`src/rtl/conmc_defs.vh`:
```
// Constants for the node management and predefined-service block.
// Assumes inclusion by bare name from the design files under rtl/.
`ifndef CONMC_DEFS_VH
`define CONMC_DEFS_VH

// ==========================================
// Identifiers
`define CONMC_ID_NMT 11'h000
`define CONMC_ID_SYNC 11'h080
`define CONMC_ID_TIME 11'h100
`define CONMC_FC_EMCY 4'h1
`define CONMC_FC_TPDO1 4'h3
`define CONMC_FC_RPDO1 4'h4
`define CONMC_FC_TPDO2 4'h5
`define CONMC_FC_RPDO2 4'h6
`define CONMC_FC_TPDO3 4'h7
`define CONMC_FC_RPDO3 4'h8
`define CONMC_FC_TPDO4 4'h9
`define CONMC_FC_RPDO4 4'ha
`define CONMC_FC_SDO_TX 4'hb
`define CONMC_FC_SDO_RX 4'hc
`define CONMC_FC_ERRCTL 4'he

// ==========================================
// Command specifiers
`define CONMC_CS_START 8'h01
`define CONMC_CS_STOP 8'h02
`define CONMC_CS_PREOP 8'h80
`define CONMC_CS_RST_APP 8'h81
`define CONMC_CS_RST_COM 8'h82
`define CONMC_ADDR_ALL 8'h00

// ==========================================
// Node states as reported on the heartbeat
`define CONMC_HB_BOOT 8'h00
`define CONMC_HB_STOP 8'h04
`define CONMC_HB_OPER 8'h05
`define CONMC_HB_PREOP 8'h7f

// ==========================================
// Error register values
`define CONMC_ERREG_NONE 8'h00
`define CONMC_ERREG_GENERIC 8'h01
`define CONMC_ERREG_INTERNAL 8'h80
`define CONMC_EMCY_CLEAR 16'h0000

// ==========================================
// Timing
`define CONMC_CLK_MHZ 250
`define CONMC_TICK_US 1
`define CONMC_TICK_CYC (`CONMC_CLK_MHZ * `CONMC_TICK_US)
`define CONMC_TICK_W 8
`define CONMC_INIT_CYC 4'h8
`define CONMC_MS_LAST 10'h3e7

`endif

```
`src/rtl/conmc_tick.v`:
```
// One-cycle enable pulse every CONMC_TICK_CYC core clocks (1 us tick).
// Assumes a single clock domain and an active-low asynchronous reset.
`timescale 1ns/1ps
`include "conmc_defs.vh"

module conmc_tick (
	// Clock and reset
	input wire core_clk,
	input wire rst_n,
	// Tick out
	output reg tick_reg
);
	reg [`CONMC_TICK_W-1:0] cnt_reg;
	localparam integer LAST_INT = `CONMC_TICK_CYC - 1;
	localparam [`CONMC_TICK_W-1:0] LAST = LAST_INT[`CONMC_TICK_W-1:0];

	always @(posedge core_clk or negedge rst_n) begin
		if (!rst_n) begin
			cnt_reg <= 8'h00;
			tick_reg <= 1'b0;
		end else if (cnt_reg == LAST) begin
			cnt_reg <= 8'h00;
			tick_reg <= 1'b1;
		end else begin
			cnt_reg <= cnt_reg + 8'h01;
			tick_reg <= 1'b0;
		end
	end
endmodule // conmc_tick

```
`src/rtl/conmc_node.v`:
```
// Node management core: state machine, service gating, boot-up,
// heartbeat, emergency and predefined identifiers for one node.
// Assumes a CAN controller delivering received frames as one-cycle
// strobes and accepting transmit requests with a done pulse.
`timescale 1ns/1ps
`include "conmc_defs.vh"

// Functional notes
// - Power-up enters initialization; afterwards moves on to pre-operational by itself.
// - Initializing steps automatically into reset-application sub-state.
// - Reset-application completes, then reset-communication sub-state follows.
// - Only the single management master commands; this node is a slave.
// - Command frame: identifier 0, byte 0 specifier, byte 1 address, 0 broadcasts.
// - Commands are executed with no acknowledgement frame sent.
// - Specifier 01 enters operational, 02 enters stopped.
// - Specifier 80 returns to pre-operational from operational or stopped.
// - Specifiers 81 and 82 re-enter initialization from any running state.
// - Process data only when operational; boot-up only from initialization.
// - Service, SYNC, time, emergency in pre-op/operational; commands also stopped.
// - No node guarding; heartbeat sent periodically at producer interval.
// - One boot-up frame on 700h plus node number after initialization.
// - SYNC on 80h; synchronous mode holds buffered commands until SYNC.
// - Error sends emergency with code, clear sends code 0 and normal.
// - Emergency at 80h plus node: code low first, register, maker bytes.
// - Error register reads 0 none, 1 generic, 80h internal.
// - Broadcast identifiers 0, 80h, 100h; top four bits are function code.
// - Process-data identifiers are base plus node number.
// - Service replies 580h, requests 600h, error control 700h, plus node.
module conmc_node (
	// Clock and reset
	input wire core_clk,
	input wire rst_n,
	// Configuration
	input wire [6:0] node_id,
	input wire [15:0] hb_period_ms,
	input wire sync_mode,
	// Received frames from CAN controller
	input wire rx_valid,
	input wire [10:0] rx_id,
	input wire [3:0] rx_dlc,
	input wire [63:0] rx_data,
	// Transmit request to CAN controller
	output reg tx_valid_reg,
	output reg [10:0] tx_id_reg,
	output reg [3:0] tx_dlc_reg,
	output reg [63:0] tx_data_reg,
	input wire tx_done,
	// Application error inputs
	input wire app_err,
	input wire app_err_internal,
	input wire [15:0] app_err_code,
	input wire [39:0] app_maker_code,
	// Accepted traffic strobes to the application
	output reg pdo_rx_reg,
	output reg [1:0] pdo_num_reg,
	output reg sdo_rx_reg,
	output reg sync_rx_reg,
	output reg time_rx_reg,
	output reg cmd_apply_reg,
	// Status
	output reg [7:0] nmt_state_reg,
	output reg [7:0] err_reg_reg,
	output reg err_state_reg
);
	// ==========================================
	// State encoding
	localparam [2:0] ST_INIT = 3'h0;
	localparam [2:0] ST_RST_APP = 3'h1;
	localparam [2:0] ST_RST_COM = 3'h2;
	localparam [2:0] ST_PREOP = 3'h3;
	localparam [2:0] ST_OPER = 3'h4;
	localparam [2:0] ST_STOP = 3'h5;

	// ==========================================
	// Local signals
	reg [2:0] st_reg;
	reg [2:0] st_next;
	reg [3:0] sub_cnt_reg;
	reg boot_pend_reg;
	reg hb_pend_reg;
	reg emcy_pend_reg;
	reg [15:0] emcy_code_reg;
	reg err_seen_reg;
	reg cmd_hold_reg;
	reg tx_busy_reg;
	reg [9:0] us_cnt_reg;
	reg [15:0] ms_cnt_reg;
	reg [7:0] err_reg_next;
	wire tick;
	wire [3:0] rx_fc;
	wire [6:0] rx_node;
	wire nmt_hit;
	wire ms_tick;
	wire running;
	wire can_svc;

	conmc_tick u_tick (
		.core_clk(core_clk),
		.rst_n(rst_n),
		.tick_reg(tick)
	);

	assign rx_fc = rx_id[10:7];
	assign rx_node = rx_id[6:0];
	assign running = (st_reg == ST_PREOP) || (st_reg == ST_OPER) || (st_reg == ST_STOP);
	assign can_svc = (st_reg == ST_PREOP) || (st_reg == ST_OPER);
	// Accepted only from the master on id 0 and for this node or all
	assign nmt_hit = rx_valid && running && (rx_id == `CONMC_ID_NMT) && (rx_dlc == 4'h2)
		&& ((rx_data[15:8] == `CONMC_ADDR_ALL) || (rx_data[15:8] == {1'b0, node_id}));

	// ==========================================
	// Node state machine
	always @* begin
		st_next = st_reg;
		case (st_reg)
			ST_INIT: begin
				if (sub_cnt_reg == `CONMC_INIT_CYC)
					st_next = ST_RST_APP;
			end
			ST_RST_APP: begin
				if (sub_cnt_reg == `CONMC_INIT_CYC)
					st_next = ST_RST_COM;
			end
			ST_RST_COM: begin
				if (sub_cnt_reg == `CONMC_INIT_CYC)
					st_next = ST_PREOP;
			end
			ST_PREOP, ST_OPER, ST_STOP: begin
				// No reply frame is built for commands
				if (nmt_hit) begin
					case (rx_data[7:0])
						`CONMC_CS_START: st_next = ST_OPER;
						`CONMC_CS_STOP: st_next = ST_STOP;
						`CONMC_CS_PREOP: st_next = ST_PREOP;
						`CONMC_CS_RST_APP: st_next = ST_RST_APP;
						`CONMC_CS_RST_COM: st_next = ST_RST_COM;
						default: st_next = st_reg;
					endcase
				end
			end
			default: st_next = ST_INIT;
		endcase
	end

	always @(posedge core_clk or negedge rst_n) begin
		if (!rst_n) begin
			st_reg <= ST_INIT;
			sub_cnt_reg <= 4'h0;
		end else begin
			st_reg <= st_next;
			if (st_next != st_reg)
				sub_cnt_reg <= 4'h0;
			else if (sub_cnt_reg != `CONMC_INIT_CYC)
				sub_cnt_reg <= sub_cnt_reg + 4'h1;
		end
	end

	// ==========================================
	// Heartbeat interval, 1 ms from the 1 us tick
	assign ms_tick = tick && (us_cnt_reg == `CONMC_MS_LAST);

	always @(posedge core_clk or negedge rst_n) begin
		if (!rst_n) begin
			us_cnt_reg <= 10'h000;
			ms_cnt_reg <= 16'h0000;
		end else begin
			if (tick)
				us_cnt_reg <= (us_cnt_reg == `CONMC_MS_LAST) ? 10'h000 : us_cnt_reg + 10'h001;
			// Period 0 disables the producer
			if (hb_period_ms == 16'h0000 || !running)
				ms_cnt_reg <= 16'h0000;
			else if (ms_tick)
				ms_cnt_reg <= (ms_cnt_reg >= hb_period_ms - 16'h0001) ? 16'h0000
					: ms_cnt_reg + 16'h0001;
		end
	end

	// ==========================================
	// Error register and emergency triggers
	always @* begin
		err_reg_next = `CONMC_ERREG_NONE;
		if (app_err)
			err_reg_next = app_err_internal ? `CONMC_ERREG_INTERNAL
				: `CONMC_ERREG_GENERIC;
	end

	// ==========================================
	// Pending frames and transmit arbitration
	always @(posedge core_clk or negedge rst_n) begin
		if (!rst_n) begin
			boot_pend_reg <= 1'b0;
			hb_pend_reg <= 1'b0;
			emcy_pend_reg <= 1'b0;
			emcy_code_reg <= 16'h0000;
			err_seen_reg <= 1'b0;
			tx_busy_reg <= 1'b0;
			tx_valid_reg <= 1'b0;
			tx_id_reg <= 11'h000;
			tx_dlc_reg <= 4'h0;
			tx_data_reg <= 64'h0;
			err_reg_reg <= 8'h00;
			err_state_reg <= 1'b0;
		end else begin
			err_reg_reg <= err_reg_next;
			// Boot-up armed only on leaving initialization
			if (st_reg == ST_RST_COM && st_next == ST_PREOP)
				boot_pend_reg <= 1'b1;
			else if (st_reg == ST_RST_APP || st_reg == ST_RST_COM)
				boot_pend_reg <= 1'b0;
			// Edge of the error input; stopped nodes queue it
			if (app_err != err_seen_reg) begin
				err_seen_reg <= app_err;
				err_state_reg <= app_err;
				emcy_pend_reg <= 1'b1;
				emcy_code_reg <= app_err ? app_err_code : `CONMC_EMCY_CLEAR;
			end
			if (tx_busy_reg) begin
				tx_valid_reg <= 1'b0;
				if (tx_done)
					tx_busy_reg <= 1'b0;
			end else if (boot_pend_reg) begin
				boot_pend_reg <= 1'b0;
				tx_busy_reg <= 1'b1;
				tx_valid_reg <= 1'b1;
				tx_id_reg <= {`CONMC_FC_ERRCTL, node_id};
				tx_dlc_reg <= 4'h1;
				tx_data_reg <= {56'h0, `CONMC_HB_BOOT};
			end else if (emcy_pend_reg && can_svc && app_err == err_seen_reg) begin
				emcy_pend_reg <= 1'b0;
				tx_busy_reg <= 1'b1;
				tx_valid_reg <= 1'b1;
				tx_id_reg <= {`CONMC_FC_EMCY, node_id};
				tx_dlc_reg <= 4'h8;
				tx_data_reg <= {app_maker_code, err_reg_next,
					emcy_code_reg[15:8], emcy_code_reg[7:0]};
			end else if (hb_pend_reg) begin
				hb_pend_reg <= 1'b0;
				tx_busy_reg <= 1'b1;
				tx_valid_reg <= 1'b1;
				tx_id_reg <= {`CONMC_FC_ERRCTL, node_id};
				tx_dlc_reg <= 4'h1;
				tx_data_reg <= {56'h0, nmt_state_reg};
			end
			// Set after the send so a new period is never lost
			if (ms_tick && running && hb_period_ms != 16'h0000
				&& ms_cnt_reg >= hb_period_ms - 16'h0001)
				hb_pend_reg <= 1'b1;
		end
	end

	// ==========================================
	// Receive gating and SYNC-deferred command release
	always @(posedge core_clk or negedge rst_n) begin
		if (!rst_n) begin
			pdo_rx_reg <= 1'b0;
			pdo_num_reg <= 2'h0;
			sdo_rx_reg <= 1'b0;
			sync_rx_reg <= 1'b0;
			time_rx_reg <= 1'b0;
			cmd_apply_reg <= 1'b0;
			cmd_hold_reg <= 1'b0;
			nmt_state_reg <= `CONMC_HB_BOOT;
		end else begin
			pdo_rx_reg <= 1'b0;
			sdo_rx_reg <= 1'b0;
			sync_rx_reg <= 1'b0;
			time_rx_reg <= 1'b0;
			cmd_apply_reg <= 1'b0;
			if (rx_valid && st_reg == ST_OPER && rx_node == node_id) begin
				case (rx_fc)
					`CONMC_FC_RPDO1: begin pdo_rx_reg <= 1'b1; pdo_num_reg <= 2'h0; end
					`CONMC_FC_RPDO2: begin pdo_rx_reg <= 1'b1; pdo_num_reg <= 2'h1; end
					`CONMC_FC_RPDO3: begin pdo_rx_reg <= 1'b1; pdo_num_reg <= 2'h2; end
					`CONMC_FC_RPDO4: begin pdo_rx_reg <= 1'b1; pdo_num_reg <= 2'h3; end
					default: pdo_rx_reg <= 1'b0;
				endcase
			end
			if (rx_valid && can_svc && rx_fc == `CONMC_FC_SDO_RX && rx_node == node_id)
				sdo_rx_reg <= 1'b1;
			if (rx_valid && can_svc && rx_id == `CONMC_ID_TIME)
				time_rx_reg <= 1'b1;
			if (rx_valid && can_svc && rx_id == `CONMC_ID_SYNC)
				sync_rx_reg <= 1'b1;
			// Buffered process commands released at once or on SYNC
			if (pdo_rx_reg && !sync_mode)
				cmd_apply_reg <= 1'b1;
			else if (pdo_rx_reg)
				cmd_hold_reg <= 1'b1;
			if (sync_mode && cmd_hold_reg && rx_valid && can_svc
				&& rx_id == `CONMC_ID_SYNC) begin
				cmd_apply_reg <= 1'b1;
				cmd_hold_reg <= 1'b0;
			end
			if (st_reg != ST_OPER && st_reg != ST_PREOP)
				cmd_hold_reg <= 1'b0;
			case (st_next)
				ST_PREOP: nmt_state_reg <= `CONMC_HB_PREOP;
				ST_OPER: nmt_state_reg <= `CONMC_HB_OPER;
				ST_STOP: nmt_state_reg <= `CONMC_HB_STOP;
				default: nmt_state_reg <= `CONMC_HB_BOOT;
			endcase
		end
	end
endmodule // conmc_node

```
`config.mk`:
```
export PLATFORM = sky130hd
export DESIGN_NAME = conmc_node
export DESIGN_NICKNAME = d
export VERILOG_FILES = /design/src/rtl/conmc_tick.v /design/src/rtl/conmc_node.v
export VERILOG_INCLUDE_DIRS = /design/src /design/src/rtl
export SDC_FILE = /design/constraint.sdc
export NUM_CORES = 1
export LEC_CHECK = 0
export ABC_AREA = 1
export BUFFER_PORTS_ARGS = -buffer_cell sky130_fd_sc_hd__buf_4
export CAP_MARGIN = 30
export CORE_ASPECT_RATIO = 0.8
export CORE_MARGIN = 2
export CORE_UTILIZATION = 35
export DETAILED_ROUTE_END_ITERATION = 6
export HOLD_SLACK_MARGIN = 0.1
export SETUP_SLACK_MARGIN = 0.2
export SLEW_MARGIN = 20
export SYNTH_ARGS = -nofsm -noshare
export SYNTH_HDL_FRONTEND = slang
export SYNTH_SLANG_ARGS = --single-unit
```
`constraint.sdc`:
```
create_clock -name core_clk -period 2.45 [get_ports core_clk]
set_input_delay 0.49 -clock core_clk [delete_from_list [all_inputs] [get_ports core_clk]]
set_output_delay 0.49 -clock core_clk [all_outputs]
set_load 0.01 [all_outputs]
```
### After elaboration in Yosys (flattened, before gate mapping)

Index checks and enable logic that the tools add are counted.

| cells by class | value |
|---|---|
| add/sub/neg operators | 5 |
| order comparisons | 1 |
| equality and inequality tests | 36 |
| multiplexer cells | 60 |
| bitwise logic cells | 1 |
| reduce and logical (&&, ||, !) cells | 48 |

Operators with widths:

| kind | count |
|---|---|
| two-way mux 64 bit | 3 |
| two-way mux 16 bit | 4 |
| two-way mux 1 bit | 33 |
| two-way mux 11 bit | 3 |
| == test 8 bit, second input constant | 4 |
| logical AND 1 bit | 24 |
| two-way mux 8 bit | 3 |
| case mux 7 bit (3 select lines) | 1 |
| two-way mux 4 bit | 5 |
| adder 16 x 1 -> 16 bit, second input constant | 1 |
| == test 4 bit, second input constant | 4 |
| greater-or-equal comparator 16 bit | 1 |
| logical NOT 16 bit | 1 |
| nonzero test 16 bit | 1 |
| subtractor 16 x 1 -> 16 bit, second input constant | 1 |
| case mux 3 bit (5 select lines) | 1 |
| == test 3 bit, second input constant | 4 |
| two-way mux 3 bit | 4 |
| case mux 3 bit (4 select lines) | 1 |
| == test 11 x 8 -> 1 bit, second input constant | 1 |
| == test 11 x 9 -> 1 bit, second input constant | 1 |
| logical NOT 11 bit | 1 |
| adder 10 x 1 -> 10 bit, second input constant | 1 |
| == test 10 bit, second input constant | 1 |
| 32 further kinds | 47 |

| word-level totals | value |
|---|---|
| register bits after elaboration | 167 |
| output and inout port bits | 104 |

### Logic depth before layout (Yosys ltp)

| depth | value |
|---|---|
| depth after elaboration | 14 |
| gate-level depth with buffers | 17 |
| mapped depth without buffers | 17 |

### Cells and area by module

A second synthesis with hierarchy kept.

| unflattened totals | value |
|---|---|
| cells, all modules | 870 |
| area, all modules | 7644.8 µm² |

By module, submodules not included:

| module | times used | cells each | area an instance (µm²) | seq. area each (µm²) |
|---|---|---|---|---|
| conmc_node | 1 | 819 | 7196.9 | 3378.2 |
| conmc_tick | 1 | 51 | 447.9 | 225.2 |

### Least setup slack after synthesis

Ideal clock, no wire load.

| timing | value |
|---|---|
| path kind | in2reg |
| start point | input hb_period_ms[0] |
| end point | register ms_cnt_reg[0] |
| library setup time | 0.148 ns |
| arrival time | 3.031 ns |
| required time | 2.302 ns |
| setup slack | -0.729 ns |
| stages on the path | 16 |
| cells stage by stage | inv_1 -> ha_1 -> nand2_1 -> nor2_2 -> nand2_1 -> nor4_1 -> nand2_1 -> xor2_1 -> inv_1 -> ha_1 -> nand4_1 -> nor3_1 -> nand3_1 -> nand3_1 -> clkbuf_1 -> o22ai_2 |

| on the way | value |
|---|---|
| longest elaborated chain between the ends | 5 |

Ends and longest elaborated chain:

| what | RTL line | RTL |
|---|---|---|
| start: declaration | conmc_node.v:35 | `input wire [15:0] hb_period_ms,` |
| subtractor 16 x 1 -> 16 bit | conmc_node.v:173 | `ms_cnt_reg <= (ms_cnt_reg >= hb_period_ms - 16'h0001) ? 16'h0000` |
| greater-or-equal comparator 16 bit | conmc_node.v:173 |  |
| two-way mux 16 bit | conmc_node.v:173 |  |
| two-way mux 16 bit | conmc_node.v:172 | `else if (ms_tick)` |
| two-way mux 16 bit | conmc_node.v:170 | `if (hb_period_ms == 16'h0000 \|\| !running)` |
| end signal: assignment | conmc_node.v:173 |  |
| end: declaration | conmc_node.v:87 | `reg [15:0] ms_cnt_reg;` |

Several ways; a longest one is shown, not always the timed one. The select of a mux whose other input is x is not followed.
A chain may end at the register's enable or synchronous reset.

### Final worst setup path

| timing | value |
|---|---|
| start point | input hb_period_ms[1] |
| end point | register ms_cnt_reg[6] |

Same word-level chain as after synthesis.

==> metrics <==
outcome=complete, but fails checks; failing checks=negative setup slack; ys async rst share=1.00; fill count=1992; DR WL met2=8.61 mm; Port Buffer Count=205; Max-cap violations=0; final non-filler cell total=1377; Max VDD drop=0.414 mV; register area=3600 um^2; DIE HEIGHT=135 um; Post-Route Utilization=0.497; Crit-path slowest cell=ha_1; Via density=4.68; pin count of the biggest net entering global routing=48; Setup WS post-layout=-121 ps; Synth area leaders=dfrtp_1 48%, nand2_1 7.2%, inv_1 5.0%; crit path cell chain=buf_8, nor2_4, nand2_4, nor3_4, nand2_2, inv_2, nand3_2, nor3_2, nor3b_2, xor2_1, ha_1, a21oi_1, o21ai_1, a21oi_2, nand3_4, buf_6, buf_6, o22ai_2; final critical-path required period=2570 ps; CTS root buffer=clkbuf_16; Post-synth EDFFs=0; CTS tree=built; CP Capture Type=register; first-pass GRT wire length=31.6 mm; fin crit share=1.05; top post-synthesis cells by count=144 x dfrtp_1, 144 x nand2_1, 101 x inv_1; crit path launch type=input port; crit-path max cell delay=280 ps; PwrDens=715 nW/um^2; cts bufs inserted=17; grt ovf=0; max_slew headroom=0.512; drt wl/cell=13.9 um; P_leak=5.26 nW; ANT nets after route=0; max reg flops=58; Final Cell Area=10400 um^2; DR vias=6444; Cell Area, Placed=9540 um^2; Pre-antenna DRT Iters=5; final setup vio count=14; final setup TNS=-1100 ps; register area share after synthesis=0.479; top sig layer=met4; R2R Setup Slk=380 ps; Layout area overhead=37.9%; Main synth FF type=dfrtp_1; DR iter-0 viols=291; met3 routed WL=1.18 mm; largest area contributor in the netlist=dfrtp_1; CTS sink count=144; worst-case reg-to-reg path depth=11; Core Rows=47; gate count of the mapped netlist=854; Seq cells post-synth=144; RSZ-0062 raised after global routing=true; Total GRT Usage=0.173; share of layout cells above drive strength 1=0.310; Hold EP=err_reg_reg[0]$_DFF_PN0_; Worst Clk Skew=17.2 ps; HPWL after DPL=14.2 mm; Chip Width=168 um; number of global-route vias before repair=6464; worst r2r dst=ms_cnt_reg[14]$_DFFE_PN0P_; htree depth=4; core area=20900 um^2; worst setup path class=in2reg; worst slew pin tran=726 ps; die area=22700 um^2; initial antenna violation count=0; RePlAce Congestion=0.819; Final Slew Violations=0; crit-path most repeated cell=buf_6; Clock transition at path regs=70 ps; Syn Std Cell Area=7520 um^2; RR Startpoint=ms_cnt_reg[1]$_DFFE_PN0P_; count of different cell masters after synthesis=44; Post-Place Cells=1333; Syn. warnings=0; HP Start=app_err_internal; Hold Crit Class=in2reg; DRC=0; Max Fclk=389 MHz; boundary pin count=269; hold depth=2; clk buf depth=2; final number of hold-violating endpoints=0; Starting Density=0.360; n_diodes=0; Critical Path RT=2780 ps; M1 WL=9.09 mm; Crit Path Max Fanout=6; synthesized area per cell=8.81 um^2; Yosys top cell area share=0.479; worst path arrival time=2900 ps; area of the multi-input gates=3370 um^2; Worst-Skew Late Latency=420 ps; Layout Nets=1283; final wirelength=19.1 mm
==> cells by family after synthesis <==
kind of cell,count (synthesis),share of synthesized area
simple gates,337,0.203
compound gates,158,0.142
buf+inv,155,0.0955
flops,144,0.479
xor+xnor,36,0.0419
fa+ha+maj,23,0.0383
other cells,1,0.000498
==> stage by stage <==
stage / total power [W] / worst slack, ps / hold WS (ps)
CTS: 0.00753 / -131 / 224
finish: 0.00742 / -121 / 239
global placement: 0.00477 / -520 / 443
floorplan: 0.00386 / -188 / 194
detailed placement: 0.00480 / -609 / 446
global route: 0.00787 / -233 / 233
==> layout make-up <==
cell class                      count  share of cell area
Clock buffer                       17              0.0410
Timing Repair Buffer              252               0.195
Inverter                          111              0.0406
Sequential cell                   144               0.347
Clock inverter                     15              0.0187
Tap cell                          269              0.0324
Multi-Input combinational cell    569               0.325
==> layout by cell type (no fill, tap or decap), types with 8 or more instances in the layout <==
| cell type | count |
|---|---|
| a22o_1 | 41 |
| nand3_1 | 49 |
| buf_4 | 231 |
| clkbuf_16 | 17 |
| conb_1 | 15 |
| o21ai_0 | 51 |
| ha_1 | 22 |
| buf_6 | 13 |
| o21ai_1 | 20 |
| xor2_1 | 29 |
| a21oi_1 | 25 |
| inv_1 | 99 |
| dfrtp_1 | 144 |
| nand2_2 | 10 |
| inv_2 | 9 |
| nor2_1 | 74 |
| nor3_1 | 17 |
| nand4_1 | 16 |
| nand2_1 | 140 |
| o22ai_2 | 8 |
==> per-layer routing <==
metal,vias up,track usage
li1,3279,-
met1,3001,0.239
met2,147,0.266
met3,17,0.0494
met4,0,0.0483
met5,-,0
==> critical path: cells and delay by family <==
family / cells / cell delay, ps
simple gates: 8 / 960
compound gates: 4 / 510
buf+inv: 4 / 450
fa+ha+maj: 1 / 280
xor+xnor: 1 / 200
==> how the worst max path moves through the flow <==
stage / start / endpoint
2_1_floorplan: hb_period_ms[2] / hb_pend_reg$_DFFE_PN0P_
3_3_place_gp: hb_period_ms[2] / ms_cnt_reg[2]$_DFFE_PN0P_
3_5_place_dp: hb_period_ms[2] / ms_cnt_reg[2]$_DFFE_PN0P_
4_1_cts: hb_period_ms[1] / ms_cnt_reg[2]$_DFFE_PN0P_
5_1_grt: hb_period_ms[1] / ms_cnt_reg[6]$_DFFE_PN0P_
6_report: hb_period_ms[1] / ms_cnt_reg[6]$_DFFE_PN0P_
==> repair_timing <==
action	4_1_cts	5_1_grt
resized for setup	11	19
setup endpoints to repair	17	17
hold buffers	1	0
setup buffers	9	2
endpoints found under the hold margin	41	0
pin swaps	15	21
==> power breakdown <==
part | total, W | internal (W) | switching [W]
clock | 0.00267 | 0.00155 | 0.00112
sequential | 0.00299 | 0.00275 | 0.000243
combinational | 0.00176 | 0.000879 | 0.000881
total | 0.00742 | 0.00518 | 0.00225
Note: power is estimated with default switching activity, not from simulation.
